File: src/hdl/uhb_map.vh
/*
  Constants for the host bus port: register selects, field positions,
  reset values and timing counts.
  Assumes inclusion by bare name from the design files.
*/
`ifndef UHB_MAP_VH
`define UHB_MAP_VH
// Register select codes (address bits, divisor latch access on top)
`define UHB_SEL_RBR_THR 4'h0
`define UHB_SEL_IER     4'h1
`define UHB_SEL_IIR     4'h2
`define UHB_SEL_LCR     4'h3
`define UHB_SEL_MCR     4'h4
`define UHB_SEL_LSR     4'h5
`define UHB_SEL_MSR     4'h6
`define UHB_SEL_SCR     4'h7
`define UHB_LCR_DLA_BIT 7
`define UHB_MCR_CLKSEL_BIT 5
`define UHB_CTRL_RESET  8'h00
`define UHB_LSR_IDLE    8'h60
`define UHB_IIR_IDLE    8'h01
// Crystal frequency in Hz and system clock period in ps
`define UHB_XTAL_HZ     11059200
`define UHB_SYS_PS      4000
`endif

File: src/hdl/uhb_sync.v
/*
  Three-stage synchroniser for one pin input.
  Assumes the input is asynchronous to sys_clk; out changes only when
  the second and third stages agree.
*/
`timescale 1ns/1ps
`default_nettype none
module uhb_sync #(
  parameter RST_VAL = 1'b1
) (
  input  wire sys_clk,
  input  wire rst_n,
  input  wire din,
  output reg  dout
);
  reg s1_q;
  reg s2_q;
  reg s3_q;
  always @(posedge sys_clk or negedge rst_n) begin
    if (!rst_n) begin
      s1_q <= RST_VAL;
      s2_q <= RST_VAL;
      s3_q <= RST_VAL;
      dout <= RST_VAL;
    end else begin
      s1_q <= din;
      s2_q <= s1_q;
      s3_q <= s2_q;
      if (s2_q == s3_q) begin
        dout <= s3_q;
      end
    end
  end
endmodule
`default_nettype wire

File: src/hdl/uhb_host_port.v
/*
  Host parallel bus port of the combined modem and serial port.
  Assumes all host pins are asynchronous and are sampled on sys_clk
  (250 MHz); strobes must last well beyond four sampling cycles.
*/
`timescale 1ns/1ps
`default_nettype none
`include "uhb_map.vh"
module uhb_host_port #(
  parameter BAUD_DIV_RST = 16'h0001
) (
  input  wire       sys_clk,
  input  wire       rst_n,
  input  wire       reset_pin,
  input  wire       single_port_select,
  input  wire [3:0] uart_reg_addr,
  input  wire       chip_select_n,
  input  wire       address_strobe_n,
  input  wire       read_strobe_n,
  input  wire       write_strobe_n,
  input  wire [7:0] uart_data_bus_in,
  output reg  [7:0] uart_data_bus_out,
  output reg        uart_data_bus_oe,
  input  wire       crystal_clk_tick,
  input  wire       baud_gen_tick,
  output reg        clk_out,
  output reg        single_port_q,
  output reg  [7:0] modem_reg_q
);
  ////////////////////////////////////////////////////////////////////
  // Every pin passes four flops that filter glitches, so strobes shorter than about two
  // sys_clk periods can be missed; safety from metastability was bought
  // with the no-wait-state speed of the bare pins.
  wire [3:0] addr_s;
  wire [7:0] data_s;
  wire       cs_n_s;
  wire       astb_n_s;
  wire       rd_n_s;
  wire       wr_n_s;
  wire       sp_s;
  wire       rst_s;
  wire       xtal_s;
  wire       baud_s;
  genvar gi;
  generate
    for (gi = 0; gi < 4; gi = gi + 1) begin : g_addr
      uhb_sync #(.RST_VAL(1'b0)) u_a (.sys_clk(sys_clk), .rst_n(rst_n),
        .din(uart_reg_addr[gi]), .dout(addr_s[gi]));
    end
    for (gi = 0; gi < 8; gi = gi + 1) begin : g_data
      uhb_sync #(.RST_VAL(1'b0)) u_d (.sys_clk(sys_clk), .rst_n(rst_n),
        .din(uart_data_bus_in[gi]), .dout(data_s[gi]));
    end
  endgenerate
  uhb_sync #(.RST_VAL(1'b1)) u_cs (.sys_clk(sys_clk), .rst_n(rst_n),
    .din(chip_select_n), .dout(cs_n_s));
  uhb_sync #(.RST_VAL(1'b1)) u_astb (.sys_clk(sys_clk), .rst_n(rst_n),
    .din(address_strobe_n), .dout(astb_n_s));
  uhb_sync #(.RST_VAL(1'b1)) u_rd (.sys_clk(sys_clk), .rst_n(rst_n),
    .din(read_strobe_n), .dout(rd_n_s));
  uhb_sync #(.RST_VAL(1'b1)) u_wr (.sys_clk(sys_clk), .rst_n(rst_n),
    .din(write_strobe_n), .dout(wr_n_s));
  uhb_sync #(.RST_VAL(1'b0)) u_sp (.sys_clk(sys_clk), .rst_n(rst_n),
    .din(single_port_select), .dout(sp_s));
  uhb_sync #(.RST_VAL(1'b1)) u_rst (.sys_clk(sys_clk), .rst_n(rst_n),
    .din(reset_pin), .dout(rst_s));
  // Clock sources come from other domains and are resampled like pins
  uhb_sync #(.RST_VAL(1'b0)) u_xtal (.sys_clk(sys_clk), .rst_n(rst_n),
    .din(crystal_clk_tick), .dout(xtal_s));
  uhb_sync #(.RST_VAL(1'b0)) u_baud (.sys_clk(sys_clk), .rst_n(rst_n),
    .din(baud_gen_tick), .dout(baud_s));
  ////////////////////////////////////////////////////////////////////
  // Address strobe capture in single-port mode
  reg       astb_n_q;
  reg [3:0] lat_addr_q;
  reg       lat_cs_n_q;
  reg       wr_n_q;
  always @(posedge sys_clk or negedge rst_n) begin
    if (!rst_n) begin
      astb_n_q   <= 1'b1;
      lat_addr_q <= 4'h0;
      lat_cs_n_q <= 1'b1;
      wr_n_q     <= 1'b1;
    end else begin
      astb_n_q <= astb_n_s;
      wr_n_q   <= wr_n_s;
      if (!astb_n_q && astb_n_s) begin
        lat_addr_q <= addr_s;
        lat_cs_n_q <= cs_n_s;
      end
    end
  end
  // Dual-port mode bypasses the latch and drops the top address bit
  wire [3:0] eff_addr = sp_s ? lat_addr_q : {1'b0, addr_s[2:0]};
  wire       eff_cs_n = sp_s ? lat_cs_n_q : cs_n_s;
  ////////////////////////////////////////////////////////////////////
  reg [7:0] rbr_q;
  reg [7:0] thr_q;
  reg [7:0] dll_q;
  reg [7:0] dlm_q;
  reg [7:0] ier_q;
  reg [7:0] lcr_q;
  reg [7:0] mcr_q;
  reg [7:0] scr_q;
  wire dla = lcr_q[`UHB_LCR_DLA_BIT];
  // Index 8 and 9 stand for the divisor latches, 15 for modem register
  function [3:0] reg_sel;
    input [3:0] a;
    input       d;
    begin
      if (a[3])
        reg_sel = 4'hf;
      else if (d && a[2:0] == 3'd0)
        reg_sel = 4'h8;
      else if (d && a[2:0] == 3'd1)
        reg_sel = 4'h9;
      else
        reg_sel = {1'b0, a[2:0]};
    end
  endfunction
  wire [3:0] sel = reg_sel(eff_addr, dla);
  // Write commits on the strobe's rising edge with chip select active.
  // Data and select pass synchronisers as deep as the strobe's, so they
  // line up with it as long as the host holds them past the edge.
  wire wr_fire = !wr_n_q && wr_n_s && !eff_cs_n && !rst_s;
  // No serial core sits behind this port: the receive buffer mirrors the
  // transmit holding register so software can read back its last byte
  always @(posedge sys_clk or negedge rst_n) begin
    if (!rst_n) begin
      rbr_q <= 8'h00;
      thr_q <= 8'h00;
      dll_q <= BAUD_DIV_RST[7:0];
      dlm_q <= BAUD_DIV_RST[15:8];
    end else begin
      rbr_q <= thr_q;
      if (wr_fire) begin
        case (sel)
          4'h0: thr_q <= data_s;
          4'h8: dll_q <= data_s;
          4'h9: dlm_q <= data_s;
          default: thr_q <= thr_q;
        endcase
      end
    end
  end
  // Control registers cleared by reset pin; data and divisor kept.
  // The reset pin acts four cycles late, as the strobe does, so a write that
  // ends just as reset rises is blocked by rst_s and the clear wins.
  always @(posedge sys_clk or negedge rst_n) begin
    if (!rst_n) begin
      ier_q       <= `UHB_CTRL_RESET;
      lcr_q       <= `UHB_CTRL_RESET;
      mcr_q       <= `UHB_CTRL_RESET;
      scr_q       <= `UHB_CTRL_RESET;
      modem_reg_q <= `UHB_CTRL_RESET;
    end else if (rst_s) begin
      ier_q       <= `UHB_CTRL_RESET;
      lcr_q       <= `UHB_CTRL_RESET;
      mcr_q       <= `UHB_CTRL_RESET;
      scr_q       <= `UHB_CTRL_RESET;
      modem_reg_q <= `UHB_CTRL_RESET;
    end else if (wr_fire) begin
      case (sel)
        4'h1: ier_q <= data_s;
        4'h3: lcr_q <= data_s;
        4'h4: mcr_q <= data_s;
        4'h7: scr_q <= data_s;
        4'hf: modem_reg_q <= data_s;
        default: scr_q <= scr_q;
      endcase
    end
  end
  ////////////////////////////////////////////////////////////////////
  // Read path: qualified read only, bus released otherwise
  // Registered data turns the bus around five cycles after the read pin ends
  reg [7:0] rd_mux;
  always @* begin
    case (sel)
      4'h0: rd_mux = rbr_q;
      4'h1: rd_mux = ier_q;
      4'h2: rd_mux = `UHB_IIR_IDLE;
      4'h3: rd_mux = lcr_q;
      4'h4: rd_mux = mcr_q;
      4'h5: rd_mux = `UHB_LSR_IDLE;
      4'h7: rd_mux = scr_q;
      4'h8: rd_mux = dll_q;
      4'h9: rd_mux = dlm_q;
      4'hf: rd_mux = modem_reg_q;
      default: rd_mux = 8'h00;
    endcase
  end
  wire rd_ok = !rd_n_s && !eff_cs_n && !rst_s;
  always @(posedge sys_clk or negedge rst_n) begin
    if (!rst_n) begin
      uart_data_bus_out <= 8'h00;
      uart_data_bus_oe  <= 1'b0;
      clk_out           <= 1'b0;
      single_port_q     <= 1'b0;
    end else begin
      uart_data_bus_oe  <= rd_ok;
      uart_data_bus_out <= rd_ok ? rd_mux : 8'h00;
      single_port_q     <= sp_s;
      // Crystal after reset since the select bit is cleared; the forwarded
      // clock is resampled, so its edges carry one sys_clk period of jitter
      clk_out <= mcr_q[`UHB_MCR_CLKSEL_BIT] ? baud_s : xtal_s;
    end
  end
endmodule
`default_nettype wire

File: config.mk
export PLATFORM = sky130hd
export DESIGN_NAME = uhb_host_port
export DESIGN_NICKNAME = d
export VERILOG_FILES = /design/src/hdl/uhb_sync.v /design/src/hdl/uhb_host_port.v
export VERILOG_INCLUDE_DIRS = /design/src /design/src/hdl
export SDC_FILE = /design/constraint.sdc
export NUM_CORES = 1
export LEC_CHECK = 0
export BUFFER_PORTS_ARGS = -buffer_cell sky130_fd_sc_hd__buf_2
export CAP_MARGIN = 10
export CORE_ASPECT_RATIO = 0.5
export CORE_MARGIN = 4
export CORE_UTILIZATION = 64
export DETAILED_ROUTE_END_ITERATION = 16
export PLACE_DENSITY = 0.93
export SYNTH_ARGS = -nofsm -noshare
export SYNTH_HDL_FRONTEND = slang
export SYNTH_HIERARCHICAL = 1
export SYNTH_SLANG_ARGS = --single-unit
File: constraint.sdc
create_clock -name sys_clk -period 6.55 [get_ports sys_clk]
set_input_delay 0.655 -clock sys_clk [delete_from_list [all_inputs] [get_ports sys_clk]]
set_output_delay 0.655 -clock sys_clk [all_outputs]
set_load 0.02 [all_outputs]
==> impl_results.md <==
- GRT Total Usage: 0.250
- Largest net degree at the start of global routing: 91
- Final worst clock skew: 5.93 ps
- Yosys warning total: 6
- Congestion Overflow GR: 0
- Run status: completed
- Die width: 148 µm
- Chip Height: 78.1 µm
- Via count normalized by instance count: 6.10
- Vias in the first global route: 3975
- Tightest Hold Check Type: input port to async pin
- Relative contribution of the clock network to total power: 0.397
- Shortest clock period the worst path allows after layout: 3370 ps
- Post-synthesis cell count: 445
- Num Clock Sinks: 170
- First-pass GRT wire length: 21.7 mm
- TritonCTS clock tree: yes
- Number of enable-type register cells in the synthesized netlist: 0
- Type of the setup path with the least slack: register to register
- Top-area cell type share of the netlist area: 0.581
- Most repeated cell in the gate-level netlist after synthesis: dfrtp_1
- Endpoint class of the critical path: register
- Post-route total power: 2.36 mW
- Sequential share of power: 0.522
- Least-Margin Pin Slew: 1020 ps
- DRC violation count after routing: 0
- Initial core utilization: 0.661
- Top flip-flop cell by instance count after synthesis: dfrtp_1
- Worst-skew pair later-pin latency: 420 ps
- Placement row count: 25
- Max cap viols: 0
- Number of setup buffers added after CTS: 0
- Antenna diodes: 0
- Slew Limit Fails: 0
- Count of hold buffers inserted by post-cts repair: 0
- Number of endpoints failing setup at the final stage: 0
- Full die area: 11600 µm²
- Synthesized net count: 467
- Post_cts resized: 0
- Setup repair after global routing missed its margin: false
- Peak supply drop: 0.211 mV
- Final RePlAce weighted congestion: 0.860
- Total of buffers placed on input and output ports: 40
- Area of the core: 9510 µm²
- Drt wl/cell: 21.4 µm
- Switching power summed over all nets: 0.617 mW
- Cell internal pwr: 1.74 mW
- Worst path arrival time: 3680 ps
- Setup TNS Final: 0 ps
- Async set-or-reset flop fraction in the synthesized netlist: 1.00
- Detailed Place HPWL: 8.01 mm
- Number of nets still failing antenna checks after routing: 0
- Area of the mapped netlist: 6290 µm²
- Portion of total power attributed to combinational logic: 0.080
- Wirelength, routed: 13.6 mm
- Total iterations of the first detailed-routing run: 6
- Highest clock frequency the design can meet: 297 MHz
- FF+latch count, synth: 170
- Cts bufs inserted: 17
- Cell types occupying the most area after synthesis: dfrtp_1 58%, dfstp_2 10%, mux2i_1 6.4%
- I/O pins: 41
- First DRT Iteration DRCs: 396
- Fillcell total: 541
- Startpoint Class: register
- Net count reported at finish: 510
- Commonest cells post-synth: 146 x dfrtp_1, 49 x nor2_1, 40 x mux2i_1
- Maximum fanout along the worst path: 30
- Cell leakage power: 3.24 nW
- Layout area overhead: 13.6%
- Worst path required time: 6860 ps
- Root Buffer: clkbuf_16
- PD cells: 330 nW/µm²
- Number of different library cells in the post-synthesis netlist: 43
- Headroom to the max-slew limit: 0.323
- Proportion of layout cells with a drive suffix above 1: 0.312
- Part of the cycle the worst path needs: 0.515
- Area leader, netlist: dfrtp_1
- Clock tree buffer depth: 2
- Sequential cell area fraction in the yosys report: 0.681
- Via count: 3876
- Antenna violations before repair: 0
- Clock transition at the registers of the reported paths: 60 ps
- H-tree Lvls: 4
- Switching fraction of total power: 0.262
- Hold Vio Cnt, Final: 0
- Post-Synthesis Mean Instance Area: 14.1 µm²
cells by family (layout without fill, tap and decap cells):
group | after synthesis | after routing | share of synthesized area
AOI/OAI and AO/OA | 59 | 59 | 0.0647
adders and majority gates | 20 | 20 | 0.0358
buffers and inverters | 19 | 74 | 0.0145
DFF | 170 | 170 | 0.681
muxes | 74 | 74 | 0.125
and+or+nand+nor | 103 | 103 | 0.0788
placed cells by master, fill, tap and decap left out, drive strengths merged, types with 2 or more instances in the layout:
master,n
a22o,7
maj3,20
nor2b,3
clkbuf,20
dfstp,24
or3b,2
mux2,33
o22ai,2
a311oi,6
nor3b,2
a21oi,20
a22oi,7
nand2b,3
nor2,49
clkinv,3
a31oi,5
mux2i,41
or3,2
nand3,9
dfrtp,146
o2bb2ai,2
nor3,3
nand2,26
inv,5
o21ai,3
buf,42
clkinvlp,3
state kept, by name, indices dropped and copies added (netlist names), 4 cells and up:
register,count
dll_q,8
dlm_q,8
g_addr.u_a/dout,4
g_addr.u_a/s1_q,4
g_addr.u_a/s2_q,4
g_addr.u_a/s3_q,4
g_data.u_d/dout,8
g_data.u_d/s1_q,8
g_data.u_d/s2_q,8
g_data.u_d/s3_q,8
ier_q,8
lat_addr_q,4
lcr_q,8
mcr_q,8
modem_reg_q,8
rbr_q,8
scr_q,8
thr_q,8
uart_data_bus_out,8
final timing paths:
path | start | end | slack [ps] | depth (start not counted)
max in group asynchronous | rst_n | g_data[0].u_d/dout | 4810 | 2
worst max register to register | u_sp/dout | dlm_q[0] | 3180 | 5
worst min-delay path | rst_n | scr_q[1] | 250 | 1
worst max-delay path | u_sp/dout | dlm_q[0] | 3180 | 5
worst min register to register | g_addr[2].u_a/s1_q | g_addr[2].u_a/s2_q | 350 | 0
min in group sys_clk | chip_select_n | u_cs/s1_q | 320 | 1
metrics by stage:
| stage | std cells | util | instance area (µm²) | worst slack [ps] | hold slack (ps) |
|---|---|---|---|---|---|
| 4_1_cts | 635 | 0.751 | 7140 | 3290 | 294 |
| 6_report | 635 | 0.751 | 7140 | 3180 | 246 |
| 5_1_grt | 635 | 0.751 | 7140 | 3060 | 311 |
| 3_3_place_gp | 604 | 0.693 | 6590 | 3530 | 332 |
| 3_5_place_dp | 604 | 0.693 | 6590 | 3340 | 335 |
| 2_1_floorplan | 445 | - | 6290 | 4380 | 331 |
layout make-up:
| type | count | area [µm²] | area share |
|---|---|---|---|
| clock buffer | 20 | 437 | 0.0611 |
| clock inverter | 11 | 114 | 0.0159 |
| inverter | 1 | 3.75 | 0.000526 |
| multi-input combinational | 256 | 1910 | 0.268 |
| sequential | 170 | 4280 | 0.600 |
| tap | 135 | 169 | 0.0237 |
| timing repair buffer | 42 | 221 | 0.0310 |
power groups by stage:
stage	registers, mW	logic, mW	clock network (mW)
global route	1.24	0.206	0.997
CTS	1.23	0.188	0.947
finish	1.23	0.190	0.937
floorplan	1.20	0.140	0
detailed placement	1.24	0.182	0
global placement	1.23	0.174	0
critical path: stages (launching register included):
cell     delay (ps)
dfrtp_1         990
mux2i_2         800
nand2_1         360
nor2_1          400
nand2_1         330
mux2_2          380
routing by layer:
metal	up-vias	part of all wire	routed length [µm]	global-route usage
met5	-	0.0027	37	0
met4	2	0.032	438	0.109
met3	53	0.074	1000	0.0686
met2	214	0.48	6480	0.403
met1	1946	0.42	5650	0.325
li1	1661	-	-	-
Note: power is estimated with default switching activity, not from simulation.
